[src/rtl/clk_sys_pkg.sv]
// Operation
// - peripheral and program-memory clocks can be stopped alone
// - halted core clock means no core activity
// - peripheral clock drives timers, serial, interrupts
// - some interrupts detected without peripheral clock
// - serial start detection works in every sleep
// - program-memory clock gated with core clock
// - four-bit source select decode, odd codes below 1000 reserved
// - fuse one means unprogrammed, zero programmed
// - selected source feeds the common clock generator
// - wake counts start-up on selected source
// - reset delay counted on watchdog oscillator
// - reset time-out is none, 512 or 8192 cycles
// - default select 0100, start-up 10, divide programmed
// - crystal codes enable the inverting amplifier
// - programmed option divides internal clock by eight
// - rc start-up: 6 wake, 14 plus time-out
package clk_sys_pkg;
    // register byte offsets
    localparam logic [7:0] CTRL_OFS        = 8'h00;
    localparam logic [7:0] STATUS_OFS      = 8'h04;
    // control field positions
    localparam int         SLEEP_LSB       = 0;
    localparam int         CORE_OFF_BIT    = 4;
    localparam int         PERIPH_OFF_BIT  = 5;
    localparam int         PMEM_OFF_BIT    = 6;
    localparam logic [2:0] CTRL_RST        = 3'h0;
    // status field positions
    localparam int         STAT_STATE_LSB  = 8;
    localparam int         STAT_AMP_BIT    = 11;
    localparam int         STAT_WAKE_BIT   = 12;
    // sleep commands
    localparam logic [1:0] SLEEP_IDLE      = 2'h1;
    localparam logic [1:0] SLEEP_PDOWN     = 2'h2;
    // source select codes
    localparam logic [3:0] CKSEL_EXT       = 4'h0;
    localparam logic [3:0] CKSEL_RC4       = 4'h2;
    localparam logic [3:0] CKSEL_RC8       = 4'h4;
    localparam logic [3:0] CKSEL_WDT       = 4'h6;
    // shipped fuse values
    localparam logic [3:0] CKSEL_DEFAULT   = 4'h4;
    localparam logic [1:0] SUT_DEFAULT     = 2'h2;
    localparam logic       DIV8_DEFAULT    = 1'b0;
    // start-up counts in oscillator cycles
    localparam int         RST_CK_CYC      = 14;
    localparam int         SHORT_TO_CYC    = 512;
    localparam int         LONG_TO_DEF     = 8192;
    localparam int         RC_WAKE_CYC     = 6;
    localparam int         XT_WAKE_SHORT   = 258;
    localparam int         XT_WAKE_MED     = 1024;
    localparam int         XT_WAKE_DEF     = 16384;
    localparam int         PRESCALE_DIV    = 8;
    // oscillator rates against the system clock
    localparam int         CLK_HZ          = 100_000_000;
    localparam int         RC8_HZ          = 8_000_000;
    localparam int         RC4_HZ          = 4_000_000;
    localparam int         WDT_HZ          = 128_000;
    localparam int         RC8_DIV         = CLK_HZ / RC8_HZ;
    localparam int         RC4_DIV         = CLK_HZ / RC4_HZ;
    localparam int         WDT_DIV         = CLK_HZ / WDT_HZ;
    localparam int         CNT_W           = 16;
    // sequencer states
    typedef enum logic [2:0] {
        ST_RST_WDT, ST_RST_CK, ST_RUN, ST_IDLE, ST_PDOWN, ST_WAKE
    } state_e;
endpackage

[src/rtl/clk_src_if.sv]
// source selection and oscillator ticks between sequencer and sources
interface clk_src_if;
    logic [3:0] sel;      // latched source select
    logic       run;      // source oscillator allowed to run
    logic       src_tick; // one pulse per selected source cycle
    logic       wdt_tick; // one pulse per watchdog oscillator cycle
    logic       amp_en;   // crystal amplifier active
    modport gen  (input sel, run, output src_tick, wdt_tick, amp_en);
    modport user (output sel, run, input src_tick, wdt_tick, amp_en);
endinterface

[src/rtl/clk_src_gen.sv]
// oscillator models as tick dividers plus external source edge detect
module clk_src_gen #(
    parameter int RC8_DIVISOR = clk_sys_pkg::RC8_DIV,
    parameter int RC4_DIVISOR = clk_sys_pkg::RC4_DIV,
    parameter int WDT_DIVISOR = clk_sys_pkg::WDT_DIV
) (
    input  wire logic   CLK,
    input  wire logic   SYS_RST,
    input  wire logic   EXT_CLK_IN,
    input  wire logic   OSC_AMP_IN,
    clk_src_if.gen      src
);
    import clk_sys_pkg::*;
    logic [2:0] osc_tick;  // rc8, rc4, watchdog ticks
    logic       ext_d_r;   // external clock last level
    logic       amp_d_r;   // amplifier input last level

    // one divider per internal oscillator
    for (genvar i = 0; i < 3; i++) begin : g_osc
        localparam int DIV = (i == 0) ? RC8_DIVISOR : (i == 1) ? RC4_DIVISOR : WDT_DIVISOR;
        logic [15:0] cnt_r;
        // watchdog oscillator runs free, rc only while allowed
        always_ff @(posedge CLK) begin
            if (SYS_RST || (i != 2 && !src.run)) begin
                cnt_r <= 16'h0000;
            end else if (cnt_r == 16'(DIV - 1)) begin
                cnt_r <= 16'h0000;
            end else begin
                cnt_r <= cnt_r + 16'h0001;
            end
        end
        assign osc_tick[i] = (i == 2 || src.run) && (cnt_r == 16'(DIV - 1));
    end

    // rising edge detect of external sources
    always_ff @(posedge CLK) begin
        if (SYS_RST) begin
            ext_d_r <= 1'b0;
            amp_d_r <= 1'b0;
        end else begin
            ext_d_r <= EXT_CLK_IN;
            amp_d_r <= OSC_AMP_IN;
        end
    end

    assign src.wdt_tick = osc_tick[2];
    assign src.amp_en   = src.sel[3] && src.run;

    // source multiplexer, reserved codes give no clock
    always_comb begin
        src.src_tick = 1'b0;
        if (src.sel[3]) begin
            src.src_tick = src.run && OSC_AMP_IN && !amp_d_r;
        end else begin
            case (src.sel)
                CKSEL_EXT: src.src_tick = src.run && EXT_CLK_IN && !ext_d_r;
                CKSEL_RC4: src.src_tick = osc_tick[1];
                CKSEL_RC8: src.src_tick = osc_tick[0];
                CKSEL_WDT: src.src_tick = osc_tick[2];
                default:   src.src_tick = 1'b0;
            endcase
        end
    end
endmodule

[src/rtl/clk_sys_ctrl.sv]
// clock select, prescale, gating and start-up sequencing
//
// Our own choices: register access over AHB-Lite and the placing of the registers.
module clk_sys_ctrl #(
    parameter int LONG_TO_CYC  = clk_sys_pkg::LONG_TO_DEF,
    parameter int XT_WAKE_CYC  = clk_sys_pkg::XT_WAKE_DEF
) (
    input  wire logic        CLK,
    input  wire logic        SYS_RST,
    // fuse inputs, zero means programmed
    input  wire logic [3:0]  FUSE_CLOCK_SOURCE_SELECT,
    input  wire logic [1:0]  FUSE_STARTUP_TIME_SELECT,
    input  wire logic        FUSE_DIVIDE_BY_EIGHT_OPTION,
    // clock source pins
    input  wire logic        EXT_CLK_IN,
    input  wire logic        OSC_AMP_INPUT,
    output logic             OSC_AMP_OUTPUT,
    output logic             OSC_AMP_OUTPUT_OE,
    // wake sources
    input  wire logic        WAKE_IN,
    input  wire logic        ASYNC_INT_IN,
    input  wire logic        USI_SCL_IN,
    input  wire logic        USI_SDA_IN,
    // gated clock enables and free-running watchdog tick
    output logic             CORE_CLOCK_EN,
    output logic             PERIPHERAL_CLOCK_EN,
    output logic             PROGRAM_MEMORY_CLOCK_EN,
    output logic             WATCHDOG_TIMER_TICK,
    // AHB-Lite slave
    input  wire logic        HSEL,
    input  wire logic [31:0] HADDR,
    input  wire logic [1:0]  HTRANS,
    input  wire logic        HWRITE,
    input  wire logic [2:0]  HSIZE,
    input  wire logic [31:0] HWDATA,
    input  wire logic        HREADY,
    output logic             HREADYOUT,
    output logic [31:0]      HRDATA,
    output logic             HRESP
);
    import clk_sys_pkg::*;

    clk_src_if  src ();                  // source carrier
    logic [3:0] cksel_r;                 // latched source select
    logic [1:0] sut_r;                   // latched start-up select
    logic       div_fuse_r;              // latched divide fuse
    logic       div8_on;                 // prescaler active
    logic       reserved_sel;            // select code has no source
    state_e     state_r;                 // sequencer state
    logic [CNT_W-1:0] cnt_r;             // start-up counter
    logic [CNT_W-1:0] rst_to_len;        // reset time-out length
    logic [CNT_W-1:0] wake_len;          // wake start-up length
    logic [2:0] presc_r;                 // divide-by-eight counter
    logic       sys_tick;                // generator output tick
    logic       core_gate_r;             // core clock gate
    logic       periph_gate_r;           // peripheral clock gate
    logic       pmem_gate_r;             // program memory clock gate
    logic       core_gate_nxt;
    logic       periph_gate_nxt;
    logic       pmem_gate_nxt;
    logic [2:0] ctrl_r;                  // core, periph, pmem off bits
    logic       sleep_cmd;               // sleep request pulse
    logic [1:0] sleep_kind;              // requested sleep
    logic       wake_seen_r;             // sticky wake flag
    logic       sda_d_r;                 // serial data last level
    logic       usi_start;               // serial start condition
    logic       async_wake;              // clock-free wake event
    logic       wr_pend_r;               // write data phase pending
    logic [7:0] addr_r;                  // data phase address
    logic [31:0] hrdata_r;               // read data register
    logic       addr_ok;                 // address phase accepted
    logic [31:0] status_w;               // status word

    // fuse latch, open only while reset is asserted
    always_ff @(posedge CLK) begin
        if (SYS_RST) begin
            cksel_r    <= FUSE_CLOCK_SOURCE_SELECT;
            sut_r      <= FUSE_STARTUP_TIME_SELECT;
            div_fuse_r <= FUSE_DIVIDE_BY_EIGHT_OPTION;
        end
    end

    // fuse decode
    assign div8_on      = !div_fuse_r;
    assign reserved_sel = !cksel_r[3] && cksel_r[0];

    // oscillator and source selection
    assign src.sel = cksel_r;
    assign src.run = (state_r != ST_PDOWN);
    clk_src_gen u_src (
        .CLK        (CLK),
        .SYS_RST    (SYS_RST),
        .EXT_CLK_IN (EXT_CLK_IN),
        .OSC_AMP_IN (OSC_AMP_INPUT),
        .src        (src)
    );

    // inverting amplifier drives the output pin for crystal codes
    assign OSC_AMP_OUTPUT    = !OSC_AMP_INPUT;
    assign OSC_AMP_OUTPUT_OE = src.amp_en;
    assign WATCHDOG_TIMER_TICK = src.wdt_tick;

    // reset time-out and wake lengths per start-up select
    always_comb begin
        rst_to_len = CNT_W'(LONG_TO_CYC);
        wake_len   = CNT_W'(RC_WAKE_CYC);
        if (cksel_r[3]) begin
            case ({cksel_r[0], sut_r})
                3'h0, 3'h3, 3'h6: rst_to_len = CNT_W'(SHORT_TO_CYC);
                3'h2, 3'h5:       rst_to_len = '0;
                default:          rst_to_len = CNT_W'(LONG_TO_CYC);
            endcase
            case ({cksel_r[0], sut_r})
                3'h0, 3'h1:       wake_len = CNT_W'(XT_WAKE_SHORT);
                3'h2, 3'h3, 3'h4: wake_len = CNT_W'(XT_WAKE_MED);
                default:          wake_len = CNT_W'(XT_WAKE_CYC);
            endcase
        end else begin
            case (sut_r)
                2'h0:    rst_to_len = '0;
                2'h1:    rst_to_len = CNT_W'(SHORT_TO_CYC);
                default: rst_to_len = CNT_W'(LONG_TO_CYC);
            endcase
        end
    end

    // clock-free wake detectors, not gated by the peripheral clock
    always_ff @(posedge CLK) begin
        if (SYS_RST) begin
            sda_d_r <= 1'b1;
        end else begin
            sda_d_r <= USI_SDA_IN;
        end
    end
    assign usi_start  = USI_SCL_IN && sda_d_r && !USI_SDA_IN;
    assign async_wake = ASYNC_INT_IN || usi_start;

    // start-up and sleep sequencer
    always_ff @(posedge CLK) begin
        if (SYS_RST) begin
            state_r <= ST_RST_WDT;
            cnt_r   <= '0;
        end else begin
            case (state_r)
                ST_RST_WDT: begin
                    if (rst_to_len == '0) begin
                        state_r <= ST_RST_CK;
                        cnt_r   <= '0;
                    end else if (src.wdt_tick) begin
                        if (cnt_r == rst_to_len - 1'b1) begin
                            state_r <= ST_RST_CK;
                            cnt_r   <= '0;
                        end else begin
                            cnt_r <= cnt_r + 1'b1;
                        end
                    end
                end
                ST_RST_CK: begin
                    if (src.src_tick) begin
                        if (cnt_r == CNT_W'(RST_CK_CYC - 1)) begin
                            state_r <= ST_RUN;
                            cnt_r   <= '0;
                        end else begin
                            cnt_r <= cnt_r + 1'b1;
                        end
                    end
                end
                ST_RUN: begin
                    if (sleep_cmd && sleep_kind == SLEEP_IDLE) begin
                        state_r <= ST_IDLE;
                    end else if (sleep_cmd && sleep_kind == SLEEP_PDOWN) begin
                        state_r <= ST_PDOWN;
                    end
                end
                ST_IDLE: begin // no start-up, oscillator kept running
                    if (WAKE_IN || async_wake) begin
                        state_r <= ST_RUN;
                    end
                end
                ST_PDOWN: begin
                    if (WAKE_IN || async_wake) begin
                        state_r <= ST_WAKE;
                        cnt_r   <= '0;
                    end
                end
                ST_WAKE: begin
                    if (src.src_tick) begin
                        if (cnt_r == wake_len - 1'b1) begin
                            state_r <= ST_RUN;
                            cnt_r   <= '0;
                        end else begin
                            cnt_r <= cnt_r + 1'b1;
                        end
                    end
                end
                default: begin
                    state_r <= ST_RST_WDT;
                    cnt_r   <= '0;
                end
            endcase
        end
    end

    // divide-by-eight prescaler in the clock generator
    always_ff @(posedge CLK) begin
        if (SYS_RST) begin
            presc_r <= 3'h0;
        end else if (src.src_tick) begin
            presc_r <= presc_r + 3'h1;
        end
    end
    assign sys_tick = src.src_tick && (!div8_on || presc_r == 3'(PRESCALE_DIV - 1));

    // gate targets per state and software stop bits
    always_comb begin
        core_gate_nxt   = 1'b0;
        periph_gate_nxt = 1'b0;
        pmem_gate_nxt   = 1'b0;
        case (state_r)
            ST_RUN: begin
                core_gate_nxt   = !ctrl_r[0];
                periph_gate_nxt = !ctrl_r[1];
                pmem_gate_nxt   = !ctrl_r[0] && !ctrl_r[2];
            end
            ST_IDLE: begin
                periph_gate_nxt = !ctrl_r[1];
            end
            default: begin // start-up and power-down stop all
                core_gate_nxt = 1'b0;
            end
        endcase
    end

    // gates move only between generator pulses
    always_ff @(posedge CLK) begin
        if (SYS_RST) begin
            core_gate_r   <= 1'b0;
            periph_gate_r <= 1'b0;
            pmem_gate_r   <= 1'b0;
        end else if (!sys_tick) begin
            core_gate_r   <= core_gate_nxt;
            periph_gate_r <= periph_gate_nxt;
            pmem_gate_r   <= pmem_gate_nxt;
        end
    end
    // a stop drops whole pulses at once, a start waits for the quiet gate update
    assign CORE_CLOCK_EN           = sys_tick && core_gate_r && core_gate_nxt;
    assign PERIPHERAL_CLOCK_EN     = sys_tick && periph_gate_r && periph_gate_nxt;
    assign PROGRAM_MEMORY_CLOCK_EN = sys_tick && pmem_gate_r && pmem_gate_nxt;

    // AHB-Lite address phase capture, word accesses only
    assign addr_ok   = HSEL && HTRANS[1] && HREADY && HSIZE == 3'h2;
    assign HREADYOUT = 1'b1;
    assign HRESP     = 1'b0;
    always_ff @(posedge CLK) begin
        if (SYS_RST) begin
            wr_pend_r <= 1'b0;
            addr_r    <= 8'h00;
        end else if (HREADY) begin
            wr_pend_r <= addr_ok && HWRITE;
            addr_r    <= HADDR[7:0];
        end
    end

    // control register write and sleep command pulse
    assign sleep_kind = HWDATA[SLEEP_LSB +: 2];
    assign sleep_cmd  = wr_pend_r && addr_r == CTRL_OFS;
    always_ff @(posedge CLK) begin
        if (SYS_RST) begin
            ctrl_r <= CTRL_RST;
        end else if (sleep_cmd) begin
            ctrl_r <= HWDATA[PMEM_OFF_BIT:CORE_OFF_BIT];
        end
    end

    // sticky wake flag, set wins over write-one clear
    always_ff @(posedge CLK) begin
        if (SYS_RST) begin
            wake_seen_r <= 1'b0;
        end else if ((state_r == ST_PDOWN || state_r == ST_IDLE)
                     && (WAKE_IN || async_wake)) begin
            wake_seen_r <= 1'b1;
        end else if (wr_pend_r && addr_r == STATUS_OFS && HWDATA[STAT_WAKE_BIT]) begin
            wake_seen_r <= 1'b0;
        end
    end

    // status word and registered read data
    assign status_w = {19'h0, wake_seen_r, src.amp_en, 3'(state_r),
                       reserved_sel, div8_on, sut_r, cksel_r};
    always_ff @(posedge CLK) begin
        if (SYS_RST) begin
            hrdata_r <= 32'h0000_0000;
        end else if (addr_ok && !HWRITE) begin
            case (HADDR[7:0])
                CTRL_OFS:   hrdata_r <= {25'h0, ctrl_r, 4'h0};
                STATUS_OFS: hrdata_r <= status_w;
                default:    hrdata_r <= 32'h0000_0000;
            endcase
        end
    end
    assign HRDATA = hrdata_r;

    // checks
    a_core_startup_off: assert property (@(posedge CLK) disable iff (SYS_RST)
        state_r != ST_RUN |-> !CORE_CLOCK_EN) else $error("core clock outside run");
    a_pmem_with_core: assert property (@(posedge CLK) disable iff (SYS_RST)
        PROGRAM_MEMORY_CLOCK_EN |-> CORE_CLOCK_EN) else $error("pmem clock without core");
    a_idle_periph_runs: assert property (@(posedge CLK) disable iff (SYS_RST)
        state_r == ST_IDLE && $past(state_r) == ST_IDLE && sys_tick && !ctrl_r[1]
        && $past(!ctrl_r[1]) |-> PERIPHERAL_CLOCK_EN) else $error("periph halted in idle");
    a_fuse_hold_run: assert property (@(posedge CLK) disable iff (SYS_RST)
        $stable(cksel_r) && $stable(sut_r) && $stable(div_fuse_r)) else $error("fuse moved");
    a_amp_crystal: assert property (@(posedge CLK) disable iff (SYS_RST)
        OSC_AMP_OUTPUT_OE |-> cksel_r[3] && state_r != ST_PDOWN) else $error("amp misuse");
    a_reserved_quiet: assert property (@(posedge CLK) disable iff (SYS_RST)
        reserved_sel |-> !sys_tick) else $error("reserved code ticks");
    a_prescale_gap: assert property (@(posedge CLK) disable iff (SYS_RST)
        sys_tick && div8_on |=> !sys_tick [*8]) else $error("prescale too fast");
    a_reset_wdt_wait: assert property (@(posedge CLK) disable iff (SYS_RST)
        state_r == ST_RST_WDT && !src.wdt_tick && rst_to_len != '0
        |=> state_r == ST_RST_WDT) else $error("reset delay off watchdog");
    a_reset_len: assert property (@(posedge CLK) disable iff (SYS_RST)
        state_r == ST_RST_WDT && src.wdt_tick && cnt_r < rst_to_len - 1'b1
        |=> state_r == ST_RST_WDT) else $error("reset time-out short");
    a_wake_count: assert property (@(posedge CLK) disable iff (SYS_RST)
        state_r == ST_WAKE && src.src_tick && cnt_r == wake_len - 1'b1
        |=> state_r == ST_RUN) else $error("wake count missed");
    a_async_wake: assert property (@(posedge CLK) disable iff (SYS_RST)
        state_r == ST_PDOWN && ASYNC_INT_IN |=> state_r == ST_WAKE) else $error("no wake");
    a_usi_wake: assert property (@(posedge CLK) disable iff (SYS_RST)
        state_r == ST_PDOWN && usi_start |=> state_r == ST_WAKE) else $error("no usi wake");
    a_gate_quiet: assert property (@(posedge CLK) disable iff (SYS_RST)
        !$stable(core_gate_r) |-> !$past(sys_tick)) else $error("gate changed on pulse");
    c_reach_run: cover property (@(posedge CLK) disable iff (SYS_RST)
        state_r == ST_RST_CK ##1 state_r == ST_RUN);
    c_pdown_wake: cover property (@(posedge CLK) disable iff (SYS_RST)
        state_r == ST_WAKE ##1 state_r == ST_RUN);
    c_idle_exit: cover property (@(posedge CLK) disable iff (SYS_RST)
        state_r == ST_IDLE ##1 state_r == ST_RUN);
endmodule

[config.mk]
export PLATFORM = sky130hd
export DESIGN_NAME = clk_sys_ctrl
export DESIGN_NICKNAME = d
export VERILOG_FILES = /design/src/rtl/clk_sys_pkg.sv /design/src/rtl/clk_src_if.sv /design/src/rtl/clk_src_gen.sv /design/src/rtl/clk_sys_ctrl.sv
export SDC_FILE = /design/constraint.sdc
export NUM_CORES = 1
export LEC_CHECK = 0
export BUFFER_PORTS_ARGS = -buffer_cell sky130_fd_sc_hd__buf_2
export CORE_ASPECT_RATIO = 1.4
export CORE_MARGIN = 3
export CORE_UTILIZATION = 30
export DETAILED_ROUTE_END_ITERATION = 8
export HOLD_SLACK_MARGIN = 0.12
export PLACE_DENSITY = 0.49
export SLEW_MARGIN = 20
export SYNTH_ARGS = -nofsm -noshare
export SYNTH_HDL_FRONTEND = slang
export SYNTH_SLANG_ARGS = --single-unit
[constraint.sdc]
create_clock -name CLK -period 2.87 [get_ports CLK]
set_input_delay 0.574 -clock CLK [delete_from_list [all_inputs] [get_ports CLK]]
set_output_delay 0.574 -clock CLK [all_outputs]
set_load 0.05 [all_outputs]
==> impl_metrics.json, run 1 <==
{
  "status": "finished, final reports clean",
  "seqPwrFrac_pct": 44.2,
  "synth_area_leaders": "dfxtp_1 (37%), nor2_1 (6.4%), edfxtp_1 (3.8%), xor2_1 (3.8%), mux2i_1 (3.3%)",
  "avgRoutedWirePerCell_um": 14.0,
  "nets": 808,
  "worstSetupPathType": "flop to output port",
  "tritoncts": "built",
  "power_mw": 3.72,
  "core_area_um2": 18000,
  "leakagePower_nw": 2.55,
  "setup_viol": 0,
  "pwr-share-clk_pct": 33.5,
  "area_growth_syn_to_layout_pct": 19.7,
  "vias_per_cell": 4.92,
  "die_w_um": 121,
  "max_slew_margin_pct": 48.0,
  "peakVddDrop_v": 0.000229,
  "crit_fanout": 3,
  "drt-pass1-iter-count": 4,
  "clk_pin_slew_worst_paths_ns": 0.07,
  "critPathCaptureType": "output port",
  "worst_slack_ns": 0.0292,
  "finalCoreUtilization_pct": 36.7,
  "yosysWarnings": 0,
  "grt_pass1_wl_um": 21700,
  "port-buffer-count": 54,
  "start_kind": "flop",
  "yosysUniqueCellTypes": 70,
  "grt_overflow": 0,
  "rr_startpoint": "cksel_r[0]",
  "ys_ff_latch": 109,
  "root_buffer": "clkbuf_16",
  "p_sw_mw": 1.08,
  "fin_crit_sh_pct": 99.0,
  "vias": 4704,
  "crit_start": "u_src.g_osc[0].cnt_r[0]",
  "n_antenna_cell": 0,
  "place_ws_ns": 0.0282,
  "fp.dieH_um": 167,
  "p_int_mw": 2.64,
  "period_needed_ns": 2.84,
  "hp-class": "input port to flop",
  "grt_max_degree": 24,
  "drive_gt1_share_pct": 20.8,
  "drt_iter0_markers": 240,
  "grt_pass1_vias": 4529,
  "rsz0062_at_grt": "true",
  "dieArea_um2": 20100,
  "cts.sinks": 109,
  "hold_viol_final": 0,
  "clk_latency_ns": 0.35,
  "start_util_pct": 30.7,
  "io_pins": 127,
  "htree_levels": 3,
  "grt_usage_pct": 13.2,
  "holdWs_ns": 0.401,
  "cts_buffers": 9,
  "finClkSkew_ns": 0.00522,
  "worstMarginPinSlew_ns": 0.772,
  "antenna_found_initial": 0,
  "powerDensity_nw_per_um2": 562,
  "required_ns": 2.30,
  "swShare_pct": 28.9,
  "clk_path_buf_depth": 2,
  "combinationalPowerShare_pct": 22.2,
  "maxSlewViolCount": 0,
  "async_flop_share_pct": 0,
  "synth_edf_count": 7,
  "remaining_drc_errors": 0,
  "yosysTopAreaCell": "dfxtp_1",
  "postCtsHoldBufs": 0,
  "maxCapViolCount": 0,
  "wirelength_um": 13400,
  "timing.fmax_ghz": 0.352,
  "dpl.hpwl_um": 10100,
  "syn_inst": 638,
  "cp_data_arrival_time_ns": 2.27,
  "syn_area_per_cell_um2": 8.65,
  "min-delay-start": "FUSE_STARTUP_TIME_SELECT[0]",
  "syn_area_um2": 5520,
  "ys.flop_type": "dfxtp_1",
  "synth_top_area_share_pct": 37.0,
  "ys_seq_area_share_pct": 40.8,
  "place_congestion": 0.817,
  "setup_total_negative_slack_ns": 0,
  "fp-row-count": 58,
  "ant_nets": 0
}
-- layer usage --
metal	vias up	GRT usage [%]	part of all wire (%)
met3	22	2.48	3.8
li1	2360	-	-
met2	87	22.3	50
met5	-	0	0
met4	0	5.18	2.1
met1	2235	16.5	44
-- path summary, 6_finish.rpt --
| check | to | slack, ns | depth (start not counted) |
|---|---|---|---|
| setup / recovery | PROGRAM_MEMORY_CLOCK_EN | 0.03 | 8 |
| hold / removal | sut_r[0] | 0.40 | 1 |
| setup reg to reg | state_r[2] | 0.08 | 11 |
| hold reg to reg | u_src.g_osc[2].cnt_r[0] | 0.45 | 1 |
-- registers in the layout (all words and copies together), names as in the netlist, 3 cells and up --
| signal | cells |
|---|---|
| presc_r | 3 |
| cksel_r | 4 |
| ctrl_r | 3 |
| cnt_r | 16 |
| addr_r | 8 |
| HRDATA | 13 |
| u_src.g_osc.cnt_r | 48 |
| state_r | 3 |
-- kinds of logic after synthesis --
logic type | Yosys count | share of synthesized area, %
fa+ha+maj | 10 | 2.27
mux | 18 | 3.26
simple gates | 281 | 26.0
xor+xnor | 39 | 6.19
buf+inv | 75 | 7.91
compound gates | 104 | 13.4
flops | 109 | 40.8
other cells | 2 | 0.136
-- area by class of cell --
type | instances | area [um2]
clock buffer | 12 | 246
clock inverter | 4 | 48.8
fill | 1888 | 11400
inverter | 28 | 105
multi-input combinational | 473 | 3030
sequential | 109 | 2260
tap | 240 | 300
timing repair buffer | 90 | 618
-- metrics by stage --
stage                     area [um2]  instances
final                           6610        956
after detailed placement        6020        929
after CTS                       6390        947
after floorplan                 5590        657
after global routing            6610        956
after global placement          6020        929
-- power by group through the flow --
stage,Sequential (mW),Combinational [mW],Clock [mW]
final,1.64,0.826,1.25
after global routing,1.65,0.902,1.37
after CTS,1.64,0.658,1.30
after detailed placement,1.67,0.647,0
after global placement,1.67,0.637,0
after floorplan,1.65,0.507,0
-- cell usage after synthesis, types with 2 or more instances --
cell type / instances
inv_1: 28
buf_6: 4
clkbuf_1: 13
or3_1: 11
nor3b_1: 4
nor4bb_1: 3
a211oi_1: 3
edfxtp_1: 7
a22oi_1: 10
nand4_1: 22
o21ai_0: 23
and3b_1: 2
nor3_1: 16
o41ai_1: 2
o31ai_1: 3
dfxtp_1: 102
and2_1: 4
nor4_1: 10
nand4b_1: 2
a21oi_1: 20
conb_1: 2
buf_4: 21
xnor2_1: 15
nor4b_1: 2
buf_2: 5
nand2b_1: 4
nor2b_1: 4
and4bb_2: 2
a31oi_1: 11
xor2_1: 24
nand2_1: 48
o22ai_1: 6
clkbuf_8: 4
ha_1: 10
or2_2: 2
and4_1: 3
o211ai_1: 4
nand3_1: 22
nor2_1: 94
o31a_1: 2
and3_1: 18
mux2i_1: 18
-- worst max-delay path: stages (launching register included) --
cell      delay (ns)
dfxtp_2         0.35
ha_4            0.13
and4bb_2        0.21
nand4_1         0.16
a311oi_2        0.42
o22ai_4         0.13
nor2_2          0.16
and3_4          0.21
buf_8           0.14
-- placed cells by master (no fill, tap or decap), types with 4 or more instances in the layout --
| cell type | synthesis | routed |
|---|---|---|
| ha_1 | 10 | 8 |
| and2_1 | 4 | 4 |
| xnor2_1 | 15 | 15 |
| nand4_1 | 22 | 22 |
| buf_2 | 5 | 51 |
| xor2_1 | 24 | 23 |
| nor4_1 | 10 | 8 |
| nor3_1 | 16 | 16 |
| and3_4 | 1 | 4 |
| nor2_1 | 94 | 93 |
| dfxtp_2 | 0 | 4 |
| nand2b_1 | 4 | 4 |
| mux2i_1 | 18 | 18 |
| buf_4 | 21 | 33 |
| edfxtp_1 | 7 | 7 |
| a31oi_1 | 11 | 7 |
| inv_1 | 28 | 26 |
| dfxtp_1 | 102 | 98 |
| a31oi_2 | 0 | 4 |
| o22ai_1 | 6 | 6 |
| nand2_1 | 48 | 48 |
| a22oi_1 | 10 | 10 |
| and3_1 | 18 | 15 |
| o211ai_1 | 4 | 4 |
| nand3_1 | 22 | 22 |
| or3_1 | 11 | 11 |
| o21ai_0 | 23 | 21 |
| a21oi_1 | 20 | 20 |
| nor2b_1 | 4 | 4 |
| clkbuf_16 | 0 | 11 |
| conb_1 | 2 | 21 |
-- repair_timing --
action / in CTS / in global routing
setup endpoints to repair: 3 / 19
pin swaps: 8 / 13
setup buffers: 2 / 7
cloned: 0 / 2
gates resized for setup: 16 / 26
Note: power is estimated with default switching activity, not from simulation.
==> inputs of run 2 (changes only) <==
--- a/config.mk
+++ b/config.mk
@@ -12,6 +12,7 @@
 export DETAILED_ROUTE_END_ITERATION = 8
 export HOLD_SLACK_MARGIN = 0.12
 export PLACE_DENSITY = 0.49
+export REMOVE_ABC_BUFFERS = 1
 export SLEW_MARGIN = 20
 export SYNTH_ARGS = -nofsm -noshare
 export SYNTH_HDL_FRONTEND = slang
==> impl_metrics.json, run 2 (synthesis results as in run 1) <==
{
  "htree_levels": 3,
  "largest_register_ffs": 48,
  "worstMarginPinSlew_ns": 0.796,
  "path_buf_inv": 1,
  "status": "complete, but fails checks",
  "avgRoutedWirePerCell_um": 14.0,
  "timing.fmax_ghz": 0.346,
  "dieArea_um2": 20100,
  "cts_buffers": 9,
  "required_ns": 2.30,
  "tritoncts": "built",
  "leakagePower_nw": 2.53,
  "drt_iter0_markers": 281,
  "worstReg2RegEnd": "state_r[2]",
  "grt_pass1_vias": 4571,
  "cp_data_arrival_time_ns": 2.31,
  "die_w_um": 121,
  "r2r_cells": 12,
  "hp-class": "input port to flop",
  "crit_fanout": 10,
  "start_util_pct": 30.7,
  "p_sw_mw": 1.05,
  "maxCapViolCount": 0,
  "fin_crit_sh_pct": 101,
  "cpMostUsedCell": "and3_4",
  "rr_startpoint": "sut_r[1]",
  "pwr-share-clk_pct": 34.1,
  "max_slew_margin_pct": 46.4,
  "core_area_um2": 18000,
  "grt_usage_pct": 13.4,
  "cp.depth": 7,
  "antenna_found_initial": 0,
  "place_congestion": 0.837,
  "remaining_drc_errors": 0,
  "final_cell_mix": "dfxtp_1 (100), nor2_1 (92), buf_2 (51)",
  "finalCoreUtilization_pct": 36.5,
  "period_needed_ns": 2.89,
  "max_stage_delay_ns": 0.57,
  "r2r_slack_ns": 0.05,
  "place_area_um2": 6060,
  "violations": "setup timing",
  "drive_gt1_share_pct": 20.4,
  "area_growth_syn_to_layout_pct": 19.0,
  "dpl.hpwl_um": 10100,
  "wirelength_um": 13400,
  "mostFrequentLayoutCell": "dfxtp_1",
  "finClkSkew_ns": 0.00423,
  "crit_start": "state_r[2]",
  "maxSlewViolCount": 0,
  "grt_max_degree": 34,
  "start_kind": "flop",
  "critPathCaptureType": "output port",
  "combinationalPowerShare_pct": 20.7,
  "path_cells": "or3b_4 > and3_4 > o21bai_4 > o22ai_4 > nor2_4 > and3_4 > buf_8",
  "clk_path_buf_depth": 2,
  "port-buffer-count": 54,
  "placedCellCount": 935,
  "root_buffer": "clkbuf_16",
  "grt_pass1_wl_um": 22000,
  "clk_pin_slew_worst_paths_ns": 0.07,
  "slowest_stage": "dfxtp_1",
  "final_cells": 956,
  "rsz0062_at_grt": "true",
  "hold_viol_final": 0,
  "vias": 4640,
  "setup_viol": 2,
  "regMostFlops": "u_src.g_osc.cnt_r",
  "io_pins": 127,
  "swShare_pct": 29.0,
  "worst_slack_ns": -0.0175,
  "cts.sinks": 109,
  "ant_nets": 0,
  "seqPwrFrac_pct": 45.2,
  "fp.dieH_um": 167,
  "final_area_um2": 6570,
  "drt-pass1-iter-count": 4,
  "powerDensity_nw_per_um2": 552,
  "n_antenna_cell": 0,
  "peakVddDrop_v": 0.000289,
  "worstSetupPathType": "flop to output port",
  "nets": 808,
  "vias_per_cell": 4.85,
  "grt_overflow": 0,
  "cp-endpoint": "CORE_CLOCK_EN",
  "p_int_mw": 2.58,
  "critPathTopFamily": "simple AND/OR/NAND/NOR gates",
  "fp-row-count": 58,
  "postCtsHoldBufs": 0,
  "clk_latency_ns": 0.35
}
run 2: changes by cell type in the layout (fill, tap and decap cells not counted), moves of 2 or more:
cell / delta
a31oi_1: +3
a31oi_2: -3
buf_6: +3
clkbuf_16: -2
clkbuf_8: +3
dfxtp_1: +2
dfxtp_2: -2
inv_1: +2
inv_2: -2
nor2_4: +2
run 2: worst reg2reg max path: cells and delay by family, from the launching register on:
kind                       cells  cell delay (ns)
adders and majority gates      1             0.25
buffers and inverters          2             0.30
and+or+nand+nor                2             0.41
xor gates and xnor gates       1             0.12
DFF                            1             0.51
AOI/OAI and AO/OA              6             1.18
run 2: metal layers:
layer	track usage [%]	vias up	wire length, um
met3	2.14	11	471
met1	16.1	2184	5870
li1	-	2362	-
met2	23.3	83	6830
met4	5.67	0	189
met5	0	-	0
run 2: how the worst min path moves through the flow:
stage	startpoint	end	slack [ns]	depth (start not counted)
finish	FUSE_STARTUP_TIME_SELECT[0]	sut_r[0]	0.39	1
global placement	u_src.g_osc[1].cnt_r[0]	u_src.g_osc[1].cnt_r[0]	0.45	1
global route	FUSE_STARTUP_TIME_SELECT[1]	sut_r[1]	0.38	1
detailed placement	u_src.g_osc[2].cnt_r[0]	u_src.g_osc[2].cnt_r[0]	0.46	1
CTS	FUSE_STARTUP_TIME_SELECT[0]	sut_r[0]	0.38	1
floorplan	u_src.g_osc[0].cnt_r[0]	u_src.g_osc[0].cnt_r[0]	0.43	1
run 2: through the flow:
stage	TNS (ns)	total power [mW]	hold slack [ns]	worst slack, ns
after floorplan	0	2.08	0.426	0.139
after global placement	0	2.36	0.445	0.0614
after detailed placement	-0.0000508	2.37	0.461	-0.0000508
after CTS	-0.111	3.63	0.375	-0.0381
after global routing	-1.07	3.82	0.382	-0.145
final	-0.0283	3.63	0.393	-0.0175
run 2: what timing repair did:
action,in CTS,in global routing
endpoints found under the setup margin,3,20
resized for setup,21,17
buffers inserted,2,3
pin swaps,7,16
run 2: layout make-up:
| type | count | area [um2] |
|---|---|---|
| Multi-Input combinational cell | 473 | 3030 |
| Sequential cell | 109 | 2250 |
| Fill cell | 1894 | 11400 |
| Timing Repair Buffer | 90 | 582 |
| Tap cell | 240 | 300 |
| Clock buffer | 14 | 284 |
| Inverter | 28 | 105 |
| Clock inverter | 2 | 13.8 |
run 2: power groups by stage:
stage | Combinational (mW) | Sequential [mW] | Clock, mW
finish | 0.750 | 1.64 | 1.24
detailed placement | 0.702 | 1.67 | 0
global route | 0.825 | 1.65 | 1.35
global placement | 0.694 | 1.67 | 0
CTS | 0.714 | 1.64 | 1.28
floorplan | 0.415 | 1.67 | 0
==> inputs of run 3 (changes only) <==
--- a/config.mk
+++ b/config.mk
@@ -6,7 +6,6 @@
 export NUM_CORES = 1
 export LEC_CHECK = 0
 export BUFFER_PORTS_ARGS = -buffer_cell sky130_fd_sc_hd__buf_2
-export CORE_ASPECT_RATIO = 1.4
 export CORE_MARGIN = 3
 export CORE_UTILIZATION = 30
 export DETAILED_ROUTE_END_ITERATION = 8
==> impl_metrics.json, run 3 (synthesis results as in run 1) <==
{
  "drt_iter0_markers": 212,
  "path_cells": "ha_4 > and4bb_2 > nand4_1 > a311oi_2 > o22ai_4 > nor2_4 > and3_1 > buf_6",
  "required_ns": 2.30,
  "place_congestion": 0.834,
  "worstSetupPathType": "flop to output port",
  "area_growth_syn_to_layout_pct": 22.5,
  "path_buf_inv": 1,
  "powerDensity_nw_per_um2": 553,
  "drive_gt1_share_pct": 22.7,
  "max_slew_margin_pct": 51.2,
  "max_stage_delay_ns": 0.45,
  "vias_per_cell": 5.00,
  "holdWs_ns": 0.398,
  "start_util_pct": 31.3,
  "peakVddDrop_v": 0.000248,
  "fp-row-count": 48,
  "start_kind": "flop",
  "grt_overflow": 0,
  "finalCoreUtilization_pct": 38.3,
  "vias": 4738,
  "clk_pin_slew_worst_paths_ns": 0.07,
  "tritoncts": "built",
  "antenna_found_initial": 0,
  "final_area_um2": 6760,
  "worstMarginPinSlew_ns": 0.725,
  "fp.dieH_um": 142,
  "fin_crit_sh_pct": 102,
  "setup_viol": 3,
  "grt_pass1_wl_um": 21500,
  "drt-pass1-iter-count": 4,
  "io_pins": 127,
  "port-buffer-count": 54,
  "place_area_um2": 6070,
  "rsz0062_at_grt": "true",
  "violations": "setup timing",
  "final_cells": 948,
  "wirelength_um": 13400,
  "ant_nets": 0,
  "maxCapViolCount": 0,
  "placedCellCount": 921,
  "clk_path_buf_depth": 2,
  "hold_viol_final": 0,
  "largest_register_ffs": 48,
  "grt_max_degree": 32,
  "cts.sinks": 109,
  "clk_latency_ns": 0.35,
  "leakagePower_nw": 2.59,
  "grt_pass1_vias": 4476,
  "period_needed_ns": 2.93,
  "remaining_drc_errors": 0,
  "hp-class": "input port to flop",
  "htree_levels": 3,
  "critPathTopFamily": "simple AND/OR/NAND/NOR gates",
  "worst_slack_ns": -0.0564,
  "power_mw": 3.74,
  "timing.fmax_ghz": 0.342,
  "cts_buffers": 9,
  "finClkSkew_ns": 0.00731,
  "status": "complete, but fails checks",
  "critPathCaptureType": "output port",
  "dieArea_um2": 20100,
  "grt_usage_pct": 13.1,
  "n_antenna_cell": 0,
  "final_cell_mix": "dfxtp_1 (99), nor2_1 (92), buf_2 (51)",
  "crit_fanout": 3,
  "dpl.hpwl_um": 9860,
  "setup_total_negative_slack_ns": -0.149,
  "place_ws_ns": 0.0708,
  "die_w_um": 142,
  "mostFrequentLayoutCell": "dfxtp_1",
  "nets": 815,
  "root_buffer": "clkbuf_16",
  "cp_data_arrival_time_ns": 2.35,
  "regMostFlops": "u_src.g_osc.cnt_r",
  "avgRoutedWirePerCell_um": 14.1,
  "core_area_um2": 17700,
  "slowest_stage": "a311oi_2",
  "maxSlewViolCount": 0
}
[run 3: area by class of cell]
type,instances,area [um2]
fillers,1783,10900
multi-input cells,473,3180
repair buffers,97,671
clock buffers,13,240
inverters,28,108
clock inverters,3,22.5
well taps,225,282
flip-flops and latches,109,2260
[run 3: worst paths after layout]
path | startpoint | endpoint | slack (ns) | depth (start not counted)
hold reg to reg | u_src.g_osc[2].cnt_r[0] | u_src.g_osc[2].cnt_r[0] | 0.45 | 1
setup reg to reg | sut_r[0] | cnt_r[2] | 0.08 | 13
hold / removal | FUSE_DIVIDE_BY_EIGHT_OPTION | div_fuse_r | 0.40 | 1
setup / recovery | u_src.g_osc[0].cnt_r[1] | CORE_CLOCK_EN | -0.06 | 8
[run 3: timing repair]
item | in CTS | in global routing
resized for setup | 14 | 49
endpoints found under the setup margin | 3 | 22
gates cloned | 0 | 2
hold buffers | 0 | 0
pin swaps | 7 | 28
setup buffers | 3 | 6
[run 3: layer usage]
metal	GRT usage [%]	part of all wire [%]	up-vias
li1	-	-	2387
met1	16.5	46	2252
met2	22.2	48	85
met3	3.20	4.7	14
met4	4.39	1.3	0
met5	0	0	-
[run 3: power by group]
part | switching, mW | total (mW) | internal, mW | leakage [nW]
clock | 0.542 | 1.13 | 0.592 | 0.124
sequential | 0.0609 | 1.64 | 1.58 | 0.896
combinational | 0.530 | 0.966 | 0.435 | 1.57
